## src/core/nfcs_pkg.sv

```systemverilog
// Purpose: Shared constants and types of the NOR flash command sequencer (host side)
// Assumes: 25 MHz system clock, x16 flash with 21 address bits
// Notes: Register offsets are byte addresses on APB; each register is one 32-bit word
package nfcs_pkg;
    // Clock and bus widths
    localparam int CLK_NS = 40;
    localparam int AW = 21;
    localparam int DW = 16;
    localparam int CNT_W = 11;
    // Device timing in ns, turned into cycles (minimums round up, the deadline rounds down)
    localparam int T_RST_NS = 500;
    localparam int T_WAKE_NS = 200;
    localparam int T_WIN_NS = 50000;
    localparam int T_ESUSP_NS = 20000;
    localparam int T_PSUSP_NS = 10000;
    localparam int RST_CYC = (T_RST_NS + CLK_NS - 1) / CLK_NS;
    localparam int WAKE_CYC = (T_WAKE_NS + CLK_NS - 1) / CLK_NS;
    localparam int WIN_CYC = T_WIN_NS / CLK_NS;
    localparam int ESUSP_CYC = (T_ESUSP_NS + CLK_NS - 1) / CLK_NS;
    localparam int PSUSP_CYC = (T_PSUSP_NS + CLK_NS - 1) / CLK_NS;
    // Command codes
    localparam logic [7:0] C_BYPASS = 8'h20;
    localparam logic [7:0] C_PROG = 8'hA0;
    localparam logic [7:0] C_ESETUP = 8'h80;
    localparam logic [7:0] C_BERASE = 8'h30;
    localparam logic [7:0] C_CERASE = 8'h10;
    localparam logic [7:0] C_BYP_EXIT1 = 8'h90;
    localparam logic [7:0] C_BYP_EXIT2 = 8'h00;
    localparam logic [7:0] C_AUTOSEL = 8'h90;
    localparam logic [7:0] C_RESET = 8'hF0;
    localparam logic [7:0] C_ESUSP = 8'hB0;
    localparam logic [7:0] C_ERES = 8'h30;
    localparam logic [7:0] C_PSUSP = 8'hB0;
    localparam logic [7:0] C_PRES = 8'h30;
    // Unlock cycles
    localparam logic [AW-1:0] UNL1_A = 21'h000555;
    localparam logic [7:0] UNL1_D = 8'hAA;
    localparam logic [AW-1:0] UNL2_A = 21'h0002AA;
    localparam logic [7:0] UNL2_D = 8'h55;
    // Register map
    localparam logic [11:0] REG_CMD = 12'h000;
    localparam logic [11:0] REG_ADDR = 12'h004;
    localparam logic [11:0] REG_DATA = 12'h008;
    localparam logic [11:0] REG_STAT = 12'h00C;
    localparam logic [11:0] REG_CTRL = 12'h010;
    // Status and control fields
    localparam int ST_BUSY = 0;
    localparam int ST_REFUSED = 1;
    localparam int ST_FAIL = 2;
    localparam int ST_WIN = 3;
    localparam int ST_SUSP = 4;
    localparam int ST_RDATA = 16;
    localparam int CTRL_PROTECT = 0;
    localparam logic [31:0] CTRL_RST = 32'h00000001;
    // Polling bits of the data bus
    localparam int POLL_DONE_BIT = 7;
    localparam int TIMEOUT_FLAG_BIT = 5;

    typedef enum logic [4:0] {
        OP_READ = 5'b00000, OP_PROG = 5'b00001, OP_BYP_ENTER = 5'b00010,
        OP_BYP_PROG = 5'b00011, OP_BYP_BERASE = 5'b00100, OP_BYP_CERASE = 5'b00101,
        OP_BYP_EXIT = 5'b00110, OP_CERASE = 5'b00111, OP_BERASE = 5'b01000,
        OP_ADD_BLOCK = 5'b01001, OP_ESUSP = 5'b01010, OP_ERES = 5'b01011,
        OP_PSUSP = 5'b01100, OP_PRES = 5'b01101, OP_SW_RESET = 5'b01110,
        OP_AUTOSEL = 5'b01111, OP_HW_RESET = 5'b10000, OP_POLL = 5'b10001
    } nfcs_op_t;

    // One bus write cycle: address and data word
    typedef struct packed {
        logic [AW-1:0] a;
        logic [DW-1:0] d;
    } nfcs_cyc_t;

    // Flash pin bundle
    typedef struct packed {
        logic ce_b;
        logic oe_b;
        logic we_b;
        logic rst_b;
        logic protect;
        logic dq_oe_b;
        logic [AW-1:0] addr;
        logic [DW-1:0] dq;
    } nfcs_pins_t;
endpackage

```

## src/core/nfcs_host.sv

```systemverilog
// Purpose: Host controller that issues command sequences to a multi-bank NOR flash
// Assumes: Flash pins sampled synchronously to CLK_SYS; APB slave for software
// Notes: none
// Overview of operation
// - Bypass entry is two unlock cycles then command 20H.
// - Bypass program is exactly A0H then address and data.
// - Bypass erase is 80H-30H for a block, 80H-10H for the chip.
// - Bypass is left only by 90H then 00H.
// - Block erase: unlock, unlock, 80H, unlock, unlock, block address with 30H.
// - Extra blocks with 30H must arrive inside the 50us window.
// - Hardware reset held low at least 500ns; reads valid 200ns after.
// - Hardware reset is held during power-up; release enters read mode.
// - Single cycle F0H ends autoselect.
//
// Decided for this implementation: the placing of the registers and the APB register port.
`timescale 1ns/1ps
module nfcs_host import nfcs_pkg::*; #(
    parameter int T_WE_CYC = 2,
    parameter int T_ACC_CYC = 3
) (
    // Clock and reset
    input wire logic CLK_SYS,
    input wire logic RST_B,
    // APB slave
    input wire logic PSEL,
    input wire logic PENABLE,
    input wire logic PWRITE,
    input wire logic [11:0] PADDR,
    input wire logic [31:0] PWDATA,
    output logic [31:0] PRDATA,
    output logic PREADY,
    output logic PSLVERR,
    // Flash pins
    output logic FL_CE_B,
    output logic FL_OE_B,
    output logic FL_WE_B,
    output logic FL_RESET_B,
    output logic FL_PROTECT_ACCEL,
    output logic [AW-1:0] FL_ADDR,
    input wire logic [DW-1:0] FL_DQ_I,
    output logic [DW-1:0] FL_DQ_O,
    output logic FL_DQ_OE_B
);
    typedef enum logic [3:0] {
        S_IDLE = 4'b0000, S_WSET = 4'b0001, S_WPUL = 4'b0010, S_WHLD = 4'b0011,
        S_RACC = 4'b0100, S_RGAP = 4'b0101, S_RLOW = 4'b0110, S_RWAKE = 4'b0111,
        S_WAIT = 4'b1000
    } nfcs_state_t;

    // Number of write cycles of each operation
    function automatic logic [2:0] seq_len(input nfcs_op_t op);
        unique case (op)
            OP_PROG: seq_len = 3'd4;
            OP_BYP_ENTER, OP_AUTOSEL: seq_len = 3'd3;
            OP_CERASE, OP_BERASE: seq_len = 3'd6;
            OP_BYP_PROG, OP_BYP_BERASE, OP_BYP_CERASE, OP_BYP_EXIT: seq_len = 3'd2;
            OP_ADD_BLOCK, OP_ESUSP, OP_ERES, OP_PSUSP, OP_PRES, OP_SW_RESET: seq_len = 3'd1;
            default: seq_len = 3'd0;
        endcase
    endfunction

    // Address and data of write cycle idx of an operation
    function automatic nfcs_cyc_t seq_cyc(input nfcs_op_t op, input logic [2:0] idx,
                                          input logic [AW-1:0] a, input logic [DW-1:0] d);
        logic [7:0] c;
        logic full;
        c = 8'h00;
        full = (op == OP_PROG) || (op == OP_BYP_ENTER) || (op == OP_CERASE)
            || (op == OP_BERASE) || (op == OP_AUTOSEL);
        seq_cyc = '{a: a, d: '0};
        if (full && (idx == 3'd0 || (idx == 3'd3 && op != OP_PROG))) begin
            seq_cyc = '{a: UNL1_A, d: {8'h00, UNL1_D}};
        end else if (full && (idx == 3'd1 || idx == 3'd4)) begin
            seq_cyc = '{a: UNL2_A, d: {8'h00, UNL2_D}};
        end else if (full && idx == 3'd2) begin
            unique case (op)
                OP_PROG: c = C_PROG;
                OP_BYP_ENTER: c = C_BYPASS;
                OP_AUTOSEL: c = C_AUTOSEL;
                default: c = C_ESETUP;
            endcase
            seq_cyc = '{a: (op == OP_AUTOSEL) ? a : UNL1_A, d: {8'h00, c}};
        end else begin
            unique case (op)
                OP_PROG: seq_cyc.d = d;
                OP_CERASE: seq_cyc = '{a: UNL1_A, d: {8'h00, C_CERASE}};
                OP_BERASE, OP_ADD_BLOCK: seq_cyc.d = {8'h00, C_BERASE};
                OP_BYP_PROG: seq_cyc.d = (idx == 3'd0) ? {8'h00, C_PROG} : d;
                OP_BYP_BERASE: seq_cyc.d = {8'h00, (idx == 3'd0) ? C_ESETUP : C_BERASE};
                OP_BYP_CERASE: seq_cyc.d = {8'h00, (idx == 3'd0) ? C_ESETUP : C_CERASE};
                OP_BYP_EXIT: seq_cyc.d = {8'h00, (idx == 3'd0) ? C_BYP_EXIT1 : C_BYP_EXIT2};
                OP_ESUSP: seq_cyc.d = {8'h00, C_ESUSP};
                OP_ERES: seq_cyc.d = {8'h00, C_ERES};
                OP_PSUSP: seq_cyc.d = {8'h00, C_PSUSP};
                OP_PRES: seq_cyc.d = {8'h00, C_PRES};
                OP_SW_RESET: seq_cyc.d = {8'h00, C_RESET};
                default: seq_cyc.d = '0;
            endcase
        end
    endfunction

    nfcs_state_t state_q, state_d;
    nfcs_op_t op_q, op_d;
    nfcs_pins_t pins_q, pins_d;
    nfcs_cyc_t cyc, cyc_nx;
    logic [CNT_W-1:0] cnt_q, cnt_d, win_q, win_d;
    logic [2:0] idx_q, idx_d;
    logic [AW-1:0] addr_q, addr_d;
    logic [DW-1:0] data_q, data_d, rdata_q, rdata_d;
    logic [31:0] ctrl_q, ctrl_d, prdata_q, prdata_d;
    logic pready_q, pready_d, pslverr_q, pslverr_d;
    logic refused_q, refused_d, fail_q, fail_d, susp_q, susp_d;
    logic acc, wr_go, cmd_wr, start, win_open;
    nfcs_op_t new_op;

    assign acc = PSEL && PENABLE;
    assign wr_go = acc && pready_q && PWRITE;
    assign cmd_wr = wr_go && (PADDR == REG_CMD);
    assign new_op = nfcs_op_t'(PWDATA[4:0]);
    assign win_open = (win_q != '0);
    // Late extra blocks and unknown codes are refused rather than sent
    assign start = cmd_wr && (state_q == S_IDLE) && new_op <= OP_POLL
        && !(new_op == OP_ADD_BLOCK && !win_open);

    // APB register file: one wait state, answer registered
    always_comb begin
        pready_d = acc && !pready_q;
        prdata_d = prdata_q;
        pslverr_d = 1'b0;
        addr_d = addr_q;
        data_d = data_q;
        ctrl_d = ctrl_q;
        refused_d = refused_q;
        if (acc && !pready_q) begin
            prdata_d = '0;
            unique case (PADDR)
                REG_CMD: prdata_d = {27'h0, op_q};
                REG_ADDR: prdata_d = {11'h0, addr_q};
                REG_DATA: prdata_d = {16'h0, data_q};
                REG_CTRL: prdata_d = ctrl_q;
                REG_STAT: begin
                    prdata_d[ST_RDATA +: DW] = rdata_q;
                    prdata_d[ST_BUSY] = (state_q != S_IDLE);
                    prdata_d[ST_REFUSED] = refused_q;
                    prdata_d[ST_FAIL] = fail_q;
                    prdata_d[ST_WIN] = win_open;
                    prdata_d[ST_SUSP] = susp_q;
                end
                default: pslverr_d = 1'b1;
            endcase
        end
        if (wr_go) begin
            unique case (PADDR)
                REG_ADDR: addr_d = PWDATA[AW-1:0];
                REG_DATA: data_d = PWDATA[DW-1:0];
                REG_CTRL: ctrl_d = {31'h0, PWDATA[CTRL_PROTECT]};
                REG_STAT: if (PWDATA[ST_REFUSED]) refused_d = 1'b0;
                default: ;
            endcase
        end
        // A refusal in the clearing cycle still sticks
        if (cmd_wr && !start) begin
            refused_d = 1'b1;
        end
    end

    // APB registers
    always_ff @(posedge CLK_SYS or negedge RST_B) begin
        if (!RST_B) begin
            pready_q <= 1'b0;
            prdata_q <= '0;
            pslverr_q <= 1'b0;
            addr_q <= '0;
            data_q <= '0;
            ctrl_q <= CTRL_RST;
            refused_q <= 1'b0;
        end else begin
            pready_q <= pready_d;
            prdata_q <= prdata_d;
            pslverr_q <= pslverr_d;
            addr_q <= addr_d;
            data_q <= data_d;
            ctrl_q <= ctrl_d;
            refused_q <= refused_d;
        end
    end

    // Sequencer: builds each write cycle as setup, enable pulse, hold
    always_comb begin
        state_d = state_q;
        op_d = op_q;
        cnt_d = cnt_q;
        idx_d = idx_q;
        rdata_d = rdata_q;
        fail_d = fail_q;
        susp_d = susp_q;
        pins_d = pins_q;
        pins_d.protect = ctrl_q[CTRL_PROTECT];
        win_d = win_open ? win_q - 1'b1 : win_q;
        cyc = seq_cyc(op_q, idx_q, addr_q, data_q);
        cyc_nx = seq_cyc(start ? new_op : op_q, start ? '0 : idx_q + 3'd1, addr_q, data_q);
        unique case (state_q)
            S_IDLE: if (start) begin
                op_d = new_op;
                idx_d = '0;
                fail_d = 1'b0;
                // Anything but another block drops the queued erase, a suspend included
                if (new_op != OP_ADD_BLOCK) win_d = '0;
                if (new_op == OP_READ || new_op == OP_POLL) begin
                    pins_d.ce_b = 1'b0;
                    pins_d.oe_b = 1'b0;
                    pins_d.addr = addr_q;
                    cnt_d = CNT_W'(T_ACC_CYC - 1);
                    state_d = S_RACC;
                end else if (new_op == OP_HW_RESET) begin
                    pins_d.rst_b = 1'b0;
                    pins_d.ce_b = 1'b1;
                    cnt_d = CNT_W'(RST_CYC - 1);
                    state_d = S_RLOW;
                end else begin
                    // Address set before WE falls so the later falling edge carries it
                    pins_d.ce_b = 1'b0;
                    pins_d.addr = cyc_nx.a;
                    state_d = S_WSET;
                end
            end
            S_WSET: begin
                pins_d.we_b = 1'b0;
                pins_d.dq_oe_b = 1'b0;
                pins_d.dq = cyc.d;
                cnt_d = CNT_W'(T_WE_CYC - 1);
                state_d = S_WPUL;
            end
            S_WPUL: if (cnt_q == '0) begin
                pins_d.we_b = 1'b1;
                state_d = S_WHLD;
            end else begin
                cnt_d = cnt_q - 1'b1;
            end
            S_WHLD: begin
                pins_d.ce_b = 1'b1;
                pins_d.dq_oe_b = 1'b1;
                if (idx_q + 3'd1 >= seq_len(op_q)) begin
                    state_d = S_IDLE;
                    unique case (op_q)
                        OP_BERASE, OP_BYP_BERASE, OP_ADD_BLOCK: win_d = CNT_W'(WIN_CYC);
                        OP_ESUSP: begin
                            susp_d = 1'b1;
                            cnt_d = CNT_W'(ESUSP_CYC - 1);
                            state_d = S_WAIT;
                        end
                        OP_PSUSP: begin
                            cnt_d = CNT_W'(PSUSP_CYC - 1);
                            state_d = S_WAIT;
                        end
                        OP_ERES: susp_d = 1'b0;
                        default: ;
                    endcase
                end else begin
                    idx_d = idx_q + 3'd1;
                    pins_d.ce_b = 1'b0;
                    pins_d.addr = cyc_nx.a;
                    state_d = S_WSET;
                end
            end
            S_RACC: if (cnt_q == '0) begin
                rdata_d = FL_DQ_I;
                pins_d.ce_b = 1'b1;
                pins_d.oe_b = 1'b1;
                state_d = S_RGAP;
            end else begin
                cnt_d = cnt_q - 1'b1;
            end
            S_RGAP: begin
                state_d = S_IDLE;
                // Poll until the done bit matches the written data or the timeout flag shows
                if (op_q == OP_POLL && rdata_q[POLL_DONE_BIT] != data_q[POLL_DONE_BIT]) begin
                    if (rdata_q[TIMEOUT_FLAG_BIT]) begin
                        fail_d = 1'b1;
                    end else begin
                        pins_d.ce_b = 1'b0;
                        pins_d.oe_b = 1'b0;
                        cnt_d = CNT_W'(T_ACC_CYC - 1);
                        state_d = S_RACC;
                    end
                end
            end
            S_RLOW: if (cnt_q == '0) begin
                pins_d.rst_b = 1'b1;
                cnt_d = CNT_W'(WAKE_CYC - 1);
                win_d = '0;
                susp_d = 1'b0;
                state_d = S_RWAKE;
            end else begin
                cnt_d = cnt_q - 1'b1;
            end
            S_RWAKE, S_WAIT: if (cnt_q == '0) begin
                state_d = S_IDLE;
            end else begin
                cnt_d = cnt_q - 1'b1;
            end
            default: state_d = S_IDLE;
        endcase
    end

    // Sequencer registers; reset holds the flash reset low as at power-up
    always_ff @(posedge CLK_SYS or negedge RST_B) begin
        if (!RST_B) begin
            state_q <= S_RLOW;
            op_q <= OP_HW_RESET;
            cnt_q <= CNT_W'(RST_CYC - 1);
            idx_q <= '0;
            win_q <= '0;
            rdata_q <= '0;
            fail_q <= 1'b0;
            susp_q <= 1'b0;
            pins_q <= '{ce_b: 1'b1, oe_b: 1'b1, we_b: 1'b1, rst_b: 1'b0, protect: 1'b1,
                        dq_oe_b: 1'b1, addr: '0, dq: '0};
        end else begin
            state_q <= state_d;
            op_q <= op_d;
            cnt_q <= cnt_d;
            idx_q <= idx_d;
            win_q <= win_d;
            rdata_q <= rdata_d;
            fail_q <= fail_d;
            susp_q <= susp_d;
            pins_q <= pins_d;
        end
    end

    // Outputs straight from flops
    assign PRDATA = prdata_q;
    assign PREADY = pready_q;
    assign PSLVERR = pslverr_q;
    assign FL_CE_B = pins_q.ce_b;
    assign FL_OE_B = pins_q.oe_b;
    assign FL_WE_B = pins_q.we_b;
    assign FL_RESET_B = pins_q.rst_b;
    assign FL_PROTECT_ACCEL = pins_q.protect;
    assign FL_ADDR = pins_q.addr;
    assign FL_DQ_O = pins_q.dq;
    assign FL_DQ_OE_B = pins_q.dq_oe_b;
endmodule // nfcs_host

```

## config.mk

```make
export PLATFORM = sky130hd
export DESIGN_NAME = nfcs_host
export DESIGN_NICKNAME = d
export VERILOG_FILES = /design/src/core/nfcs_pkg.sv /design/src/core/nfcs_host.sv
export SDC_FILE = /design/constraint.sdc
export NUM_CORES = 1
export LEC_CHECK = 0
export BUFFER_PORTS_ARGS = -buffer_cell sky130_fd_sc_hd__buf_2
export CAP_MARGIN = 20
export CORE_ASPECT_RATIO = 1.5
export CORE_UTILIZATION = 61
export CTS_CLUSTER_DIAMETER = 100
export DETAILED_ROUTE_END_ITERATION = 10
export GPL_ROUTABILITY_DRIVEN = 1
export PLACE_DENSITY_LB_ADDON = 0.12
export SLEW_MARGIN = 0
export SYNTH_ARGS = -nofsm -noshare
export SYNTH_HDL_FRONTEND = slang
export SYNTH_SLANG_ARGS = --single-unit
```

## constraint.sdc

```tcl
create_clock -name CLK_SYS -period 8.1 [get_ports CLK_SYS]
set_clock_uncertainty 0.1 [all_clocks]
set_input_delay 1.215 -clock CLK_SYS [delete_from_list [all_inputs] [get_ports CLK_SYS]]
set_output_delay 1.215 -clock CLK_SYS [all_outputs]
set_load 0.02 [all_outputs]
```

==> impl_metrics.toml <==
[critical_path]
crit_type = "reg2reg"
crit_fanout = 22
arrival_ps = 4080
reg2reg_depth = 11
max_stage_delay_ps = 810
required_ps = 8360
path_buf_inv = 0
path_cells = "nor2b_1, o21ai_0, nand2_1, nand2_1, ha_1, a21oi_1, o21a_1, nand2_1, o22a_2, a211oi_2, a221o_1"
crit_slowest_cell = "dfrtp_1"
cpMostUsedCell = "nand2_1"
end_kind = "flop"
start_kind = "flop"
path_depth = 11
cp_top_family = "compound AO/OA/AOI/OAI gates"

[pwr]
worst_ir_drop_vdd_uv = 169
p_leak_nw = 4.55
seqPwrFrac_pct = 40.2
clkPwrFrac_pct = 30.3
comb_power_share_pct = 29.5
switching_power_mw = 0.992
p_int_mw = 1.67
swShare_pct = 37.3
powerDensity_mw_per_mm2 = 277

[cts]
cts_root_buf = "clkbuf_16"
clk_pin_slew_ps = 70
ctsHoldBuffers = 0
cts-resized-gates = 0
clk_latency_ps = 430
ctsHtreeMaxLevel = 4
cts_num_sinks = 168
cts_tree = "yes"
numCtsBuffers = 17
postCtsSetupRepairBufs = 0
cts_buffer_depth = 2

[timing]
fin_ws_ps = 4280
period_share_pct = 47.2
fmax_ghz = 0.261
hold_viol_final = 0
final.setup.tns_ps = 0
slew-limit-headroom_pct = 33.4
worstMarginPinSlew_ps = 999
drv_slew = 0
rsz0062_at_grt = "no"
period_needed_ps = 3820
setup_viol = 0

[grt]
grt_use_total_pct = 31.5
grt_pass1_vias = 6974
grt_pass1_wl_mm = 34.5
grt_max_degree = 91
grt_overflow = 0
grt_antenna_before_repair = 0

[synthesis]
seq_area_frac_synth_pct = 51.1
synth_ff_type = "dfrtp_1"
synth_top_area_share_pct = 47.6
yosysWarnings = 0
yosys-top-cells-area = "dfrtp_1, mux2_2, nand2_1"
avgSynthCellArea_um2 = 10.2
ys_ff_latch = 168
async_reset_ff_share_pct = 100
yosys.area.top_type = "dfrtp_1"
netlist-cell-type-count = 67
synthesis.nets = 884
synth_edf_count = 0
syn_inst = 809
syn-cell-area_mm2 = 0.00826

[place]
place.detailed.hpwl_mm = 15.6
pre_cts_ws_ps = 3990
place_congestion = 0.903
portBuffers = 130

[finish]
drive_gt1_share_pct = 27.3
layout_commonest_cell = "dfrtp_1"
antenna_cells = 0
area_delta_synth_final_pct = 16.1
final_cell_mix = "dfrtp_1, buf_2, nand2_1"
fin_util_pct = 73.3
nets = 997

[routing]
via_per_inst = 6.31
ant_nets = 0
via_count = 6900
drc = 0
wl_mm = 21.6
post_drt_wl_per_cell_um = 19.8
firstDrtPassIters = 7
drt_iter0_drc = 425

[outcome]
status = "complete, no violations"

[hold_path]
hold_class = "reg2reg"
min_path_cells = 0

[floorplanning]
dieHeight_um = 145
die_w_um = 97.0
core_mm2 = 0.0131
initial_core_util_pct = 63.2
ioPinCount = 142
die-area_mm2 = 0.0140
std_cell_rows = 51

[job]
cap_viol_max_count = 0
==> cells in the mapped netlist (13+ instances only) <==
master	n
a22o_1	18
nor3_1	16
mux2_2	57
nand2_1	97
o21ai_0	67
a22oi_1	13
nor2b_1	14
nand3_1	27
inv_1	20
nor2_1	57
a21oi_1	44
dfrtp_1	157
clkbuf_1	28
==> worst paths after layout <==
check | slack [ps] | startpoint | end
worst max-delay path | 4280 | op_q[0]$_DFFE_PN0P_ | FL_ADDR[6]$_DFFE_PN0P_
worst min-delay path | 280 | ctrl_q[0]$_DFFE_PN1P_ | FL_PROTECT_ACCEL$_DFF_PN1_
worst max register to register | 4280 | op_q[0]$_DFFE_PN0P_ | FL_ADDR[6]$_DFFE_PN0P_
worst min register to register | 280 | ctrl_q[0]$_DFFE_PN1P_ | FL_PROTECT_ACCEL$_DFF_PN1_
max in group asynchronous | 5680 | RST_B | rdata_q[5]$_DFFE_PN0P_
min in group asynchronous | 730 | RST_B | FL_DQ_O[5]$_DFFE_PN0P_
==> layout make-up <==
cell class	count	area, µm²
timing repair buffer	138	724
multi-input combinational	577	3780
clock inverter	14	151
fill	954	3490
sequential	168	4220
inverter	20	75.1
tap	159	199
clock buffer	18	439
==> power by group through the flow <==
stage	clock, mW	sequential (mW)	combinational, mW
6_report	0.807	1.07	0.784
5_1_grt	0.843	1.08	0.865
4_1_cts	0.816	1.07	0.773
3_5_place_dp	0	1.08	0.768
3_3_place_gp	0	1.07	0.745
2_1_floorplan	0	1.08	0.535
==> metrics by stage <==
| step | instance area [µm²] | hold WS (ps) | total power, mW | std cells |
|---|---|---|---|---|
| 6_report | 9590 | 285 | 2.66 | 1094 |
| 5_1_grt | 9590 | 290 | 2.79 | 1094 |
| 2_1_floorplan | 8260 | 259 | 1.62 | 809 |
| 3_3_place_gp | 8970 | 265 | 1.82 | 1059 |
| 3_5_place_dp | 8970 | 274 | 1.85 | 1059 |
| 4_1_cts | 9560 | 284 | 2.66 | 1091 |
==> kinds of logic after synthesis <==
| group | share of synthesized area, % |
|---|---|
| and+or+nand+nor | 15.2 |
| AOI/OAI and AO/OA | 18.0 |
| DFF | 51.1 |
| muxes | 9.83 |
| buffers and inverters | 3.17 |
| xor gates and xnor gates | 1.27 |
| adders and majority gates | 1.51 |
==> worst reg2reg max path, delay by kind of cell (launching register included) <==
kind	cells	cell delay, ps
AOI/OAI and AO/OA	6	2060
DFF	1	810
and+or+nand+nor	4	540
adders and majority gates	1	250
==> registers in the layout, summed over array words and instances, names as in the netlist, 3 cells and up <==
signal   count
state_q      4
win_q       11
idx_q        3
rdata_q     16
PRDATA      32
FL_ADDR     21
cnt_q       11
data_q      16
op_q         5
addr_q      21
FL_DQ_O     16
==> routing by layer <==
| metal | vias up | wire length (µm) | GRT usage [%] |
|---|---|---|---|
| li1 | 3170 | - | - |
| met1 | 3446 | 8270 | 35.5 |
| met2 | 229 | 11600 | 56.6 |
| met3 | 55 | 1090 | 6.57 |
| met4 | 0 | 674 | 15.6 |
| met5 | - | 0 | 0 |
Power figures use the tool's default switching activity.
